--- src/dsa_pkg.sv ---
// dsa_pkg: shared constants and types for the dual simultaneous converter readout
package dsa_pkg;

  // ==========================================================================
  // clock and timing
  localparam int CLK_HZ = 10_000_000;
  localparam real CONV_HS_US = 5.2;
  localparam real CONV_AS_US = 10.0;
  // longest times round down, never below one cycle
  localparam int CONV_HS_CYC_RAW = int'($floor(CONV_HS_US * real'(CLK_HZ) / 1.0E6));
  localparam int CONV_AS_CYC_RAW = int'($floor(CONV_AS_US * real'(CLK_HZ) / 1.0E6));
  localparam int CONV_HS_CYC = (CONV_HS_CYC_RAW < 1) ? 1 : CONV_HS_CYC_RAW;
  localparam int CONV_AS_CYC = (CONV_AS_CYC_RAW < 1) ? 1 : CONV_AS_CYC_RAW;

  // ==========================================================================
  // data layout
  localparam int RES_W = 14;
  localparam int RES_MSB = RES_W - 1;
  localparam int FIFO_DEPTH = 8;
  localparam int SYNC_W = 4;
  localparam logic [RES_W-1:0] RES_ZERO = 14'h0000;
  localparam logic [RES_W-1:0] SIGN_FLIP = 14'h2000;

  // ==========================================================================
  // sync bit positions within the pin vector
  localparam int PIN_START = 0;
  localparam int PIN_SEL = 1;
  localparam int PIN_CS = 2;
  localparam int PIN_RD = 3;
  localparam logic [SYNC_W-1:0] PIN_IDLE = 4'hD;

  // ==========================================================================
  // types
  typedef struct packed {
    logic rd_n;
    logic cs_n;
    logic pair_select;
    logic convert_start_n;
  } dsa_host_pins_t;

  typedef struct packed {
    logic [RES_W-1:0] result_bus;
    logic result_oe_n;
  } dsa_bus_out_t;

  typedef enum logic [3:0] {
    ST_IDLE = 4'h1,
    ST_WAKE = 4'h2,
    ST_CONV = 4'h4,
    ST_STORE = 4'h8
  } dsa_state_t;

endpackage : dsa_pkg

--- src/dsa_fifo.sv ---
// dsa_fifo: result buffer with valid/ready on both sides and a flush
module dsa_fifo #(
  parameter int WIDTH = 14,
  parameter int DEPTH = 8
) (
  // clock and reset
  input wire logic clk,
  input wire logic rst_n,
  input wire logic flush,
  // fill side
  input wire logic in_valid,
  output logic in_ready,
  input wire logic [WIDTH-1:0] in_data,
  // drain side
  output logic out_valid,
  input wire logic out_ready,
  output logic [WIDTH-1:0] out_data
);
  localparam int AW = (DEPTH > 1) ? $clog2(DEPTH) : 1;
  localparam logic [AW:0] DEPTH_C = (AW + 1)'(DEPTH);
  localparam logic [AW-1:0] LAST = (AW)'(DEPTH - 1);

  logic [WIDTH-1:0] mem_r [DEPTH];
  logic [AW-1:0] wr_ptr_r;
  logic [AW-1:0] rd_ptr_r;
  logic [AW:0] count_r;
  logic push;
  logic pop;

  assign in_ready = (count_r != DEPTH_C);
  assign out_valid = (count_r != '0);
  assign out_data = mem_r[rd_ptr_r];
  assign push = in_valid && in_ready;
  assign pop = out_valid && out_ready;

  // ==========================================================================
  // storage
  always_ff @(posedge clk) begin
    if (push) begin
      mem_r[wr_ptr_r] <= in_data;
    end
  end

  // ==========================================================================
  // pointers and fill level
  always_ff @(posedge clk) begin
    if (!rst_n || flush) begin
      wr_ptr_r <= '0;
      rd_ptr_r <= '0;
      count_r <= '0;
    end else begin
      if (push) begin
        wr_ptr_r <= (wr_ptr_r == LAST) ? '0 : wr_ptr_r + 1'b1;
      end
      if (pop) begin
        rd_ptr_r <= (rd_ptr_r == LAST) ? '0 : rd_ptr_r + 1'b1;
      end
      if (push && !pop) begin
        count_r <= count_r + 1'b1;
      end else if (pop && !push) begin
        count_r <= count_r - 1'b1;
      end
    end
  end

endmodule : dsa_fifo

--- src/dsa_converter.sv ---
// dsa_converter: conversion sequencer and parallel readout of a dual sampling converter
module dsa_converter #(
  parameter int RES_W = dsa_pkg::RES_W,
  parameter int FIFO_DEPTH = dsa_pkg::FIFO_DEPTH,
  parameter int CONV_HS_CYC = dsa_pkg::CONV_HS_CYC,
  parameter int CONV_AS_CYC = dsa_pkg::CONV_AS_CYC,
  parameter bit UNIPOLAR = 1'b0
) (
  // clock and reset
  input wire logic clk,
  input wire logic rst_n,
  // host pins
  input wire dsa_pkg::dsa_host_pins_t host_pins,
  output logic busy,
  output dsa_pkg::dsa_bus_out_t bus_out,
  // mode strap: high selects auto-sleep
  input wire logic auto_sleep_en,
  // sampled codes from the two quantisers, straight binary
  input wire logic [RES_W-1:0] pair_a_input_one,
  input wire logic [RES_W-1:0] pair_a_input_two,
  input wire logic [RES_W-1:0] pair_b_input_one,
  input wire logic [RES_W-1:0] pair_b_input_two,
  // analog front-end control
  output logic hold,
  output logic asleep
);
  // bit periods: one extra slot for the final latch of each result
  localparam int BIT_SLOTS = RES_W + 1;
  localparam int DIV_RAW = CONV_HS_CYC / BIT_SLOTS;
  localparam int DIV = (DIV_RAW < 1) ? 1 : DIV_RAW;
  localparam int WAKE_RAW = CONV_AS_CYC - CONV_HS_CYC;
  localparam int WAKE = (WAKE_RAW < 1) ? 1 : WAKE_RAW;
  localparam int CW = $clog2(WAKE + DIV + BIT_SLOTS + 1) + 1;
  localparam logic [CW-1:0] DIV_LAST = CW'(DIV - 1);
  localparam logic [CW-1:0] WAKE_LAST = CW'(WAKE - 1);
  localparam logic [CW-1:0] SLOT_LAST = CW'(BIT_SLOTS - 1);

  // ==========================================================================
  // pin synchroniser: three flops, change taken when second and third agree
  logic [dsa_pkg::SYNC_W-1:0] s1_r;
  logic [dsa_pkg::SYNC_W-1:0] s2_r;
  logic [dsa_pkg::SYNC_W-1:0] s3_r;
  logic [dsa_pkg::SYNC_W-1:0] pin_r;
  logic [dsa_pkg::SYNC_W-1:0] pin_prev_r;

  always_ff @(posedge clk) begin
    if (!rst_n) begin
      s1_r <= dsa_pkg::PIN_IDLE;
      s2_r <= dsa_pkg::PIN_IDLE;
      s3_r <= dsa_pkg::PIN_IDLE;
      pin_r <= dsa_pkg::PIN_IDLE;
      pin_prev_r <= dsa_pkg::PIN_IDLE;
    end else begin
      s1_r <= host_pins;
      s2_r <= s1_r;
      s3_r <= s2_r;
      for (int i = 0; i < dsa_pkg::SYNC_W; i++) begin
        if (s2_r[i] == s3_r[i]) begin
          pin_r[i] <= s3_r[i];
        end
      end
      pin_prev_r <= pin_r;
    end
  end

  logic start_fall;
  logic rd_active;
  logic rd_end;
  assign start_fall = pin_prev_r[dsa_pkg::PIN_START] && !pin_r[dsa_pkg::PIN_START];
  assign rd_active = !pin_r[dsa_pkg::PIN_CS] && !pin_r[dsa_pkg::PIN_RD];
  assign rd_end = !pin_prev_r[dsa_pkg::PIN_CS] && !pin_prev_r[dsa_pkg::PIN_RD] && !rd_active;

  // ==========================================================================
  // sequencer
  dsa_pkg::dsa_state_t state_r;
  logic [CW-1:0] div_r;
  logic [CW-1:0] cnt_r;
  logic tick;
  logic store_second_r;
  logic [RES_W-1:0] held_one_r;
  logic [RES_W-1:0] held_two_r;
  logic push_valid;
  logic push_ready;
  logic [RES_W-1:0] push_data;

  assign tick = (div_r == DIV_LAST);

  // internal conversion clock: free divider restarted by each start
  always_ff @(posedge clk) begin
    if (!rst_n || start_fall) begin
      div_r <= '0;
    end else begin
      div_r <= tick ? '0 : div_r + 1'b1;
    end
  end

  always_ff @(posedge clk) begin
    if (!rst_n) begin
      state_r <= dsa_pkg::ST_IDLE;
      cnt_r <= '0;
      store_second_r <= 1'b0;
    end else begin
      unique case (state_r)
        dsa_pkg::ST_IDLE: begin
          if (start_fall) begin
            cnt_r <= '0;
            store_second_r <= 1'b0;
            state_r <= asleep ? dsa_pkg::ST_WAKE : dsa_pkg::ST_CONV;
          end
        end
        dsa_pkg::ST_WAKE: begin
          // power-up time is what makes the auto-sleep conversion longer
          if (cnt_r == WAKE_LAST) begin
            cnt_r <= '0;
            state_r <= dsa_pkg::ST_CONV;
          end else begin
            cnt_r <= cnt_r + 1'b1;
          end
        end
        dsa_pkg::ST_CONV: begin
          if (tick) begin
            if (cnt_r == SLOT_LAST) begin
              state_r <= dsa_pkg::ST_STORE;
            end else begin
              cnt_r <= cnt_r + 1'b1;
            end
          end
        end
        dsa_pkg::ST_STORE: begin
          // a full buffer stalls here with busy still high
          if (push_ready) begin
            store_second_r <= 1'b1;
            if (store_second_r) begin
              state_r <= dsa_pkg::ST_IDLE;
            end
          end
        end
      endcase
    end
  end

  // starts during a conversion only restart the bit divider; busy already covers them
  assign busy = (state_r != dsa_pkg::ST_IDLE);

  // ==========================================================================
  // sample capture and coding
  always_ff @(posedge clk) begin
    if (!rst_n) begin
      held_one_r <= dsa_pkg::RES_ZERO;
      held_two_r <= dsa_pkg::RES_ZERO;
    end else if (start_fall && state_r == dsa_pkg::ST_IDLE) begin
      if (pin_r[dsa_pkg::PIN_SEL]) begin
        held_one_r <= pair_b_input_one;
        held_two_r <= pair_b_input_two;
      end else begin
        held_one_r <= pair_a_input_one;
        held_two_r <= pair_a_input_two;
      end
    end
  end

  logic [RES_W-1:0] code_one;
  logic [RES_W-1:0] code_two;
  assign code_one = UNIPOLAR ? held_one_r : (held_one_r ^ dsa_pkg::SIGN_FLIP);
  assign code_two = UNIPOLAR ? held_two_r : (held_two_r ^ dsa_pkg::SIGN_FLIP);

  assign push_valid = (state_r == dsa_pkg::ST_STORE);
  assign push_data = store_second_r ? code_two : code_one;

  // hold from the start edge to the end of conversion, track otherwise
  always_ff @(posedge clk) begin
    if (!rst_n) begin
      hold <= 1'b0;
    end else if (start_fall && state_r == dsa_pkg::ST_IDLE) begin
      hold <= 1'b1;
    end else if (state_r == dsa_pkg::ST_STORE && push_ready && store_second_r) begin
      hold <= 1'b0;
    end
  end

  // sleep after each conversion in auto-sleep mode, woken by the next start
  always_ff @(posedge clk) begin
    if (!rst_n) begin
      asleep <= 1'b0;
    end else if (state_r == dsa_pkg::ST_WAKE && cnt_r == WAKE_LAST) begin
      asleep <= 1'b0;
    end else if (state_r == dsa_pkg::ST_STORE && push_ready && store_second_r) begin
      asleep <= auto_sleep_en;
    end else if (state_r == dsa_pkg::ST_IDLE && !auto_sleep_en) begin
      asleep <= 1'b0;
    end
  end

  // ==========================================================================
  // result buffer: flushed by every accepted start
  logic pop_valid;
  logic [RES_W-1:0] pop_data;
  logic flush;
  assign flush = start_fall && state_r == dsa_pkg::ST_IDLE;

  dsa_fifo #(
    .WIDTH(RES_W),
    .DEPTH(FIFO_DEPTH)
  ) u_fifo (
    .clk(clk),
    .rst_n(rst_n),
    .flush(flush),
    .in_valid(push_valid),
    .in_ready(push_ready),
    .in_data(push_data),
    .out_valid(pop_valid),
    .out_ready(rd_end),
    .out_data(pop_data)
  );

  // ==========================================================================
  // read port: word held for the whole strobe, popped when it ends
  logic [RES_W-1:0] out_word_r;
  logic out_oe_n_r;

  always_ff @(posedge clk) begin
    if (!rst_n) begin
      out_word_r <= dsa_pkg::RES_ZERO;
      out_oe_n_r <= 1'b1;
    end else begin
      out_oe_n_r <= !rd_active;
      if (rd_active && !(!pin_prev_r[dsa_pkg::PIN_CS] && !pin_prev_r[dsa_pkg::PIN_RD])) begin
        // empty buffer after two reads gives zero, not a stale word
        out_word_r <= pop_valid ? pop_data : dsa_pkg::RES_ZERO;
      end
    end
  end

  assign bus_out.result_bus = out_word_r;
  assign bus_out.result_oe_n = out_oe_n_r;

endmodule : dsa_converter

--- config.mk ---
export PLATFORM = sky130hd
export DESIGN_NAME = dsa_converter
export DESIGN_NICKNAME = d
export VERILOG_FILES = /design/src/dsa_pkg.sv /design/src/dsa_fifo.sv /design/src/dsa_converter.sv
export SDC_FILE = /design/constraint.sdc
export NUM_CORES = 1
export LEC_CHECK = 0
export BUFFER_PORTS_ARGS = -buffer_cell sky130_fd_sc_hd__clkbuf_2
export CAP_MARGIN = 5
export CELL_PAD_IN_SITES_DETAIL_PLACEMENT = 2
export CELL_PAD_IN_SITES_GLOBAL_PLACEMENT = 2
export CORE_AREA = 4 4 203 106
export CTS_CLUSTER_SIZE = 24
export DETAILED_ROUTE_END_ITERATION = 10
export DIE_AREA = 0 0 207 110
export GPL_ROUTABILITY_DRIVEN = 1
export HOLD_SLACK_MARGIN = 0.03
export PLACE_DENSITY_LB_ADDON = 0.2
export RECOVER_POWER = 100
export SLEW_MARGIN = 15
export SYNTH_ARGS = -nofsm -noshare
export SYNTH_HDL_FRONTEND = slang
export SYNTH_HIERARCHICAL = 1
export SYNTH_SLANG_ARGS = --single-unit
--- constraint.sdc ---
create_clock -name clk -period 8.05 [get_ports clk]
set_input_delay 2.415 -clock clk [delete_from_list [all_inputs] [get_ports clk]]
set_output_delay 2.415 -clock clk [all_outputs]
set_load 0.01 [all_outputs]
Yosys cells after proc, flatten, opt, wreduce, memory -nomap -nowiden
Memories as Yosys holds them, arrays and structs flattened. A register that Yosys moved wholly into a read port is not among the register bits.
Cells that the tools add are included.

operators by class
  $add $sub $neg = 6
  eq/ne operators = 22
  multiplexer cells = 32
  bitwise logic cells = 3
  reduce and logical (&&, ||, !) cells = 37

operators with widths
  kind                                                                   number
  14-bit 2-to-1 mux                                                      4
  4-bit 2-to-1 mux                                                       8
  8-bit 2-to-1 mux                                                       4
  8-bit one-hot mux with 3 select lines                                  1
  8-bit by 1-bit adder with 8-bit output, second input constant          2
  4-bit one-hot mux with 4 select lines                                  1
  3-bit 2-to-1 mux                                                       5
  2-bit != test, second input constant                                   7
  1-bit logical AND                                                      13
  1-bit zero test                                                        11
  8-bit by 2-bit equality test with 1-bit output, second input constant  1
  8-bit by 4-bit equality test with 1-bit output, second input constant  1
  8-bit by 6-bit equality test with 1-bit output, second input constant  1
  1-bit 2-to-1 mux                                                       8
  2-bit nonzero test                                                     4
  3-bit by 1-bit adder with 3-bit output, second input constant          2
  3-bit equality test, second input constant                             2
  6-bit AND reduction                                                    1
  4-bit by 1-bit adder with 4-bit output, second input constant          1
  1-bit equality test                                                    4
  4-bit by 1-bit equality test with 1-bit output, second input constant  1
  4-bit by 2-bit equality test with 1-bit output, second input constant  1
  4-bit by 3-bit equality test with 1-bit output, second input constant  1
  4-bit equality test, second input constant                             1
  11 further kinds                                                       15

word-level totals
  register bits after elaboration = 96
  RAM bits = 112
  input port bits = 63
  output and inout port bits = 18
  logic and storage cells = 122
  memories = 1

memories
  name          depth  bits a word  read ports  clocked after Yosys merged registers in  write ports  line            text
  u_fifo.mem_r  8      14           1           1                                        1            dsa_fifo.sv:23  logic [WIDTH-1:0] mem_r [DEPTH];

Depth between registers and ports, before layout
Gate-level depths: netlist of run 1.

  depth after elaboration = 8
  mapped depth = 12
  gate-level depth less buffers = 11

Modules after synthesis
The synthesis of run 1 kept the hierarchy.

modules (own cells, without submodules)
  module         instances  cells each  area each (µm²)  sequential area each (µm²)
  dsa_fifo       1          238         4,954.8          3,623.5
  dsa_converter  1          396         3,779.9          1,701.6

Least setup slack after synthesis of run 1
Ideal clock, no wire load.

  path type = reg2out
  from = reg state_r[3]
  to = out busy
  data arrival time = 0.975 ns
  data required time = 5.635 ns
  slack = 4.660 ns
  cell stages (with the launch flop) = 3
  path buffers = 1
  path through = dfxtp_1 > or4b_1 > buf_6

on the way
  cells in the longest elaborated chain, start to end = 1

RTL lines
  what                                      line                  text
  start, declared                           dsa_converter.sv:75   dsa_pkg::dsa_state_t state_r;
  start signal, assigned                    dsa_converter.sv:99   state_r <= dsa_pkg::ST_IDLE;
  start signal, assigned                    dsa_converter.sv:108  state_r <= asleep ? dsa_pkg::ST_WAKE : dsa_pkg::ST_CONV;
  start signal, assigned                    dsa_converter.sv:115  state_r <= dsa_pkg::ST_CONV;
  4-bit by 1-bit != test with 1-bit output  dsa_converter.sv:143  assign busy = (state_r != dsa_pkg::ST_IDLE);
  end, declared                             dsa_converter.sv:14   output logic busy,

No other way between the ends.

Final worst setup path of run 1
  from = in rst_n
  to = reg u_fifo.count_r[3]

on the way
  cells in the longest elaborated chain, start to end = 2

RTL lines
  what                  line                 text
  start, declared       dsa_converter.sv:11  input wire logic rst_n,
  1-bit zero test       dsa_fifo.sv:47       if (!rst_n || flush) begin
  1-bit logical OR      dsa_fifo.sv:47
  end signal, assigned  dsa_fifo.sv:59       count_r <= count_r + 1'b1;
  end signal, assigned  dsa_fifo.sv:61       count_r <= count_r - 1'b1;
  end, declared         dsa_fifo.sv:26       logic [AW:0] count_r;

No other way between the ends.
A chain may end at the register's enable or synchronous reset.

==> results of run 1 <==
-- through the flow --
stage / total power [mW] / std cells / hold slack, ns / cell area (sq um) / worst slack (ns)
finish: 2.24 / 985 / 0.409 / 9920 / 3.34
global route: 2.33 / 985 / 0.431 / 9920 / 3.06
CTS: 2.27 / 985 / 0.414 / 10000 / 3.85
detailed placement: 1.33 / 949 / 0.399 / 9380 / 3.62
global placement: 1.32 / 949 / 0.392 / 9380 / 3.66
floorplan: 1.29 / 634 / 0.386 / 8730 / 4.66
-- layout make-up --
type,instances,area [sq um]
timing repair buffer,88,422
multi-input combinational,377,3180
inverter,8,30.0
tap,266,333
fill,1887,9540
clock inverter,5,27.5
clock buffer,31,603
sequential,210,5330
-- kinds of logic (layout without fill, tap and decap cells) --
family	Yosys count	count (layout)
xor gates and xnor gates	8	8
and+or+nand+nor	176	176
DFF	210	210
buffers and inverters	47	132
adders and majority gates	12	12
muxes	86	86
AOI/OAI and AO/OA	95	95
-- per-layer routing --
| metal | track usage | share of wire | vias to the layer above |
|---|---|---|---|
| met5 | 0 | 0 | - |
| li1 | - | - | 2537 |
| met1 | 0.274 | 0.43 | 2916 |
| met4 | 0.0561 | 0.020 | 0 |
| met3 | 0.0379 | 0.041 | 37 |
| met2 | 0.402 | 0.51 | 126 |
-- how the worst max path moves through the flow --
| stage | endpoint | startpoint | slack (ns) | cells after the start |
|---|---|---|---|---|
| final | u_fifo/count_r[3]$_SDFFE_PP0P_ | rst_n | 3.34 | 5 |
| after global routing | flip-flop | rst_n | 3.06 | 4 |
| after CTS | busy | state_r[3]$_SDFFE_PN0P_ | 3.85 | 2 |
| after detailed placement | flip-flop | rst_n | 3.62 | 4 |
| after global placement | u_fifo/count_r[3]$_SDFFE_PP0P_ | rst_n | 3.66 | 5 |
| after floorplan | busy | state_r[3]$_SDFFE_PN0P_ | 4.66 | 2 |
-- cell usage in the layout, fill, tap and decap left out, drive strengths merged, types with 2 or more instances in the layout --
| cell type | count |
|---|---|
| a21boi | 17 |
| a21oi | 18 |
| and2 | 4 |
| and3 | 3 |
| buf | 4 |
| clkbuf | 115 |
| clkinv | 4 |
| dfxtp | 98 |
| edfxtp | 112 |
| ha | 11 |
| inv | 8 |
| mux2 | 28 |
| mux2i | 30 |
| mux4 | 28 |
| nand2 | 67 |
| nand2b | 18 |
| nand3 | 26 |
| nand3b | 4 |
| nor2 | 27 |
| nor3 | 7 |
| nor4 | 2 |
| nor4b | 2 |
| o211a | 28 |
| o211ai | 4 |
| o21ai | 12 |
| o22ai | 2 |
| o31ai | 2 |
| or3 | 3 |
| or3b | 3 |
| or4b | 5 |
| xnor2 | 5 |
| xor2 | 3 |
-- where the power goes --
| group | switching [mW] | internal, mW | total, mW |
|---|---|---|---|
| Combinational | 0.0996 | 0.0590 | 0.159 |
| Sequential | 0.0155 | 1.13 | 1.15 |
| Clock | 0.413 | 0.518 | 0.931 |
| Total | 0.528 | 1.71 | 2.24 |
-- flip-flops by register name, summed over array words and instances, names as in the netlist, 8 cells and up, named ones only --
register / cells
u_fifo/mem_r: 112
held_two_r: 14
held_one_r: 14
div_r: 8
cnt_r: 8
out_word_r: 14
==> flow_metrics.env, run 1 <==
export IMPL_synth_cell_type_count=59
export IMPL_grt_start_max_net_pins=59
export IMPL_synth_fa_ha_area_frac=0.0180
export IMPL_cp_cell_sequence="clkbuf_1 -> buf_4 -> nand2b_1 -> nor2_1 -> mux2_2"
export IMPL_cpLargestDelayFamily="buffers and inverters"
export IMPL_io_buffers=80
export IMPL_hold_viol=0
export IMPL_fmax_ghz=0.212
export IMPL_finalSetupTns_ns=0
export IMPL_cts_setup_buffers=0
export IMPL_cp_num_buf_inv=2
export IMPL_cts_hold_buf=0
export IMPL_postRouteAntennaNets=0
export IMPL_antennaDiodeCount=0
export IMPL_grt_pass1_vias=6174
export IMPL_synth_fp_nets=709
export IMPL_grt_pass1_wl_um=37900
export IMPL_period_minus_slack_ns=4.71
export IMPL_synth_warnings=6
export IMPL_rr_worst_depth=7
export IMPL_gp_congestion=0.759
export IMPL_die_h_um=110
export IMPL_synth_seq_cells=210
export IMPL_synthTopCellsByCount="edfxtp_1, dfxtp_1, nand2_1"
export IMPL_fin_util=0.510
export IMPL_ys_flop_type="edfxtp_1"
export IMPL_dieArea_sq_um=22800
export IMPL_ir_drop_v=0.000111
export IMPL_synthMuxAreaShare=0.153
export IMPL_timing_max_cap_violations=5
export IMPL_ys_seq_area_frac=0.610
export IMPL_clkTransAtPathRegs_ns=0.06
export IMPL_syn_area_per_cell_sq_um=13.8
export IMPL_finalCritPeriodShare=0.585
export IMPL_post_synth_top_area_cell="edfxtp_1"
export IMPL_hp_start="s1_r[0]$_SDFF_PN1_"
export IMPL_synth_edf_count=112
export IMPL_die_x_um=207
export IMPL_hold_path_class="reg -> reg"
export IMPL_drive_above_1_share=0.170
export IMPL_dp_hpwl_um=15400
export IMPL_start_kind="input pin"
export IMPL_crit_arrival_ns=5.15
export IMPL_synth_most_common_cell="edfxtp_1"
export IMPL_worst_pin_slew_ns=2.49
export IMPL_synth_top_area_frac=0.385
export IMPL_routed_wl_um=24800
export IMPL_synth_simple_gate_area_share=0.100
export IMPL_area_growth_pct=13.6
export IMPL_cts_buffer_depth=3
export IMPL_synth_cells=634
export IMPL_slew_viol_final=109
export IMPL_root_buffer="clkbuf_16"
export IMPL_clkLatencyLatePin_ns=0.50
export IMPL_via_per_inst=5.70
export IMPL_drc_errors=0
export IMPL_htreeDepth=1
export IMPL_worstHoldPathCells=1
export IMPL_async_reset_ff_frac=0
export IMPL_overflow=0
export IMPL_start_util=0.449
export IMPL_nets=780
export IMPL_ios=81
export IMPL_synthTopCellsByArea="edfxtp_1, dfxtp_1, mux4_1"
export IMPL_worst_path_largest_cell_delay_ns=1.36
export IMPL_grt_usage=0.219
export IMPL_violations="max-capacitance violations, max-slew violations"
export IMPL_worstReg2RegEnd="u_fifo/mem_r[1][12]$_DFFE_PP_"
export IMPL_vias=5616
export IMPL_path_class="in -> reg"
export IMPL_synth_compound_area_share=0.0842
export IMPL_worstPathRequired_ns=8.48
export IMPL_grt_setup_unrepaired="no"
export IMPL_drt_first_pass_iters=4
export IMPL_ff2ff_setup_slack_ns=4.03
export IMPL_crit_fanout=48
export IMPL_status="finished with violations"
export IMPL_critPathCaptureType="flip-flop"
export IMPL_cts_tree="done"
export IMPL_synth_top_family_by_area="multiplexers"
export IMPL_slew_headroom=-0.675
export IMPL_wire_per_inst_um=25.2
export IMPL_p_leak_nw=3.97
export IMPL_core_sq_um=19500
export IMPL_setup_viol=0
export IMPL_critPathSlowestCell="clkbuf_1"
export IMPL_netlist_area_sq_um=8730
export IMPL_drt_initial_drc_count=369
export IMPL_rr_startpoint="state_r[0]$_SDFFE_PN1P_"
export IMPL_cts_made_buffers=20
export IMPL_numClockSinks=210
export IMPL_clock_skew_ns=0.0163
export IMPL_power_density_nw_per_um2=225
export IMPL_hold_end="s2_r[0]$_SDFF_PN1_"
export IMPL_synthXorXnorAreaFrac=0.00802
export IMPL_rows=36
export IMPL_cts_resized=0
export IMPL_antenna_found_initial=0
No activity file was read; power rests on OpenSTA's default activity.
==> run 2, diff against run 1 <==
--- a/config.mk
+++ b/config.mk
@@ -9,10 +9,10 @@
 export CAP_MARGIN = 5
 export CELL_PAD_IN_SITES_DETAIL_PLACEMENT = 2
 export CELL_PAD_IN_SITES_GLOBAL_PLACEMENT = 2
-export CORE_AREA = 4 4 203 106
+export CORE_AREA = 4 4 220 115
 export CTS_CLUSTER_SIZE = 24
 export DETAILED_ROUTE_END_ITERATION = 10
-export DIE_AREA = 0 0 207 110
+export DIE_AREA = 0 0 224 119
 export GPL_ROUTABILITY_DRIVEN = 1
 export HOLD_SLACK_MARGIN = 0.03
 export PLACE_DENSITY_LB_ADDON = 0.2
==> constraint.sdc (replaced) <==
create_clock -name clk -period 4.2 [get_ports clk]
set_input_delay 1.26 -clock clk [delete_from_list [all_inputs] [get_ports clk]]
set_output_delay 1.26 -clock clk [all_outputs]
set_load 0.01 [all_outputs]
==> flow_metrics.env, run 2 (synthesis gave the netlist of run 1 again) <==
export IMPL_status="finished with violations"
export IMPL_violations="max-capacitance violations, max-slew violations"
export IMPL_via_per_inst=5.23
export IMPL_timing_hold_ws_ns=0.408
export IMPL_grt_pass1_vias=5975
export IMPL_slew_viol_final=15
export IMPL_worst_pin_slew_ns=1.65
export IMPL_htreeDepth=1
export IMPL_wl_met2_um=10000
export IMPL_start_kind="flip-flop"
export IMPL_cp_num_buf_inv=2
export IMPL_antenna_found_initial=1
export IMPL_dpl_cell_count=1001
export IMPL_slew_headroom=-0.101
export IMPL_timing_max_cap_violations=1
export IMPL_ios=81
export IMPL_dp_hpwl_um=15900
export IMPL_wl_met3_um=696
export IMPL_critPathSlowestCell="nor2_1"
export IMPL_cpLargestDelayFamily="simple AND/OR/NAND/NOR gates"
export IMPL_seq_area_sq_um=5330
export IMPL_post_place_ws_ns=1.09
export IMPL_instances_no_fill=1038
export IMPL_fin_util=0.426
export IMPL_worstPathRequired_ns=4.30
export IMPL_hold_path_class="reg -> reg"
export IMPL_cts_tree="done"
export IMPL_finalInstanceArea_sq_um=10000
export IMPL_die_x_um=224
export IMPL_drt_initial_drc_count=298
export IMPL_finalWorstSetupSlack_ns=0.745
export IMPL_overflow=0
export IMPL_start_util=0.372
export IMPL_multi_input_area_sq_um=3180
export IMPL_ir_drop_v=0.000258
export IMPL_die_h_um=119
export IMPL_p_leak_nw=3.97
export IMPL_p_total_mw=4.30
export IMPL_clkLatencyLatePin_ns=0.51
export IMPL_power_density_nw_per_um2=430
export IMPL_cts_made_buffers=21
export IMPL_layout_common_cells="edfxtp_1, dfxtp_1, nand2_1, clkbuf_2, clkbuf_1"
export IMPL_crit_arrival_ns=3.56
export IMPL_clkTransAtPathRegs_ns=0.06
export IMPL_routed_wl_um=22900
export IMPL_cts_resized=0
export IMPL_cts_buffer_depth=3
export IMPL_drt_first_pass_iters=4
export IMPL_area_growth_pct=14.5
export IMPL_nets=784
export IMPL_finalCritPeriodShare=0.823
export IMPL_numClockSinks=210
export IMPL_wire_per_inst_um=22.1
export IMPL_dpl_cell_area_sq_um=9440
export IMPL_drive_above_1_share=0.163
export IMPL_hold_viol=0
export IMPL_grt_setup_unrepaired="no"
export IMPL_drc_errors=0
export IMPL_largest_reg_flops=112
export IMPL_wl_met1_um=11800
export IMPL_final_common_cell="edfxtp_1"
export IMPL_period_minus_slack_ns=3.46
export IMPL_postRouteAntennaNets=0
export IMPL_fmax_ghz=0.289
export IMPL_core_sq_um=23500
export IMPL_cts_setup_buffers=0
export IMPL_grt_start_max_net_pins=58
export IMPL_clock_skew_ns=0.0143
export IMPL_crit_fanout=14
export IMPL_routed_top_layer="met4"
export IMPL_worst_path_largest_cell_delay_ns=1.27
export IMPL_root_buffer="clkbuf_16"
export IMPL_dieArea_sq_um=26700
export IMPL_grt_usage=0.171
export IMPL_critPathCaptureType="flip-flop"
export IMPL_cts_hold_buf=0
export IMPL_n_fill_cell=2341
export IMPL_rows=40
export IMPL_grt_pass1_wl_um=35500
export IMPL_path_class="reg -> reg"
export IMPL_top_register="u_fifo/mem_r"
export IMPL_finalSetupTns_ns=0
export IMPL_gp_congestion=0.769
export IMPL_io_buffers=80
export IMPL_cp_cell_sequence="or4b_1 -> inv_1 -> nand2_1 -> inv_1 -> nand2_1 -> nor2_1"
export IMPL_vias=5425
export IMPL_setup_viol=0
export IMPL_antennaDiodeCount=0
[run 2: final timing paths]
kind	startpoint	endpoint	slack [ns]	depth (start not counted)
worst max register to register	state_r[0]$_SDFFE_PN1P_	u_fifo/mem_r[5][3]$_DFFE_PP_	0.74	6
worst min-delay path	s1_r[0]$_SDFF_PN1_	s2_r[0]$_SDFF_PN1_	0.41	1
worst max-delay path	state_r[0]$_SDFFE_PN1P_	u_fifo/mem_r[5][3]$_DFFE_PP_	0.74	6
worst min register to register	s1_r[0]$_SDFF_PN1_	s2_r[0]$_SDFF_PN1_	0.41	1
[run 2: area by class of cell]
type,count,area share
multi-input cells,377,0.318
repair buffers,91,0.0427
flip-flops and latches,210,0.533
well taps,315,0.0394
clock inverters,8,0.00638
clock buffers,29,0.0576
inverters,8,0.00300
[run 2: where the power goes]
part           switching (mW)  internal [mW]  total (mW)  leakage [nW]
registers              0.0263           2.17        2.20          1.99
clock network           0.776           1.02        1.79         0.309
logic                   0.193          0.113       0.306          1.67
total                   0.995           3.30        4.30          3.97
[run 2: routing by layer]
metal  up-vias  global-route usage
met5         -                   0
met4         0              0.0277
met3        25              0.0298
met2       103               0.265
met1      2755               0.257
li1       2542                   -
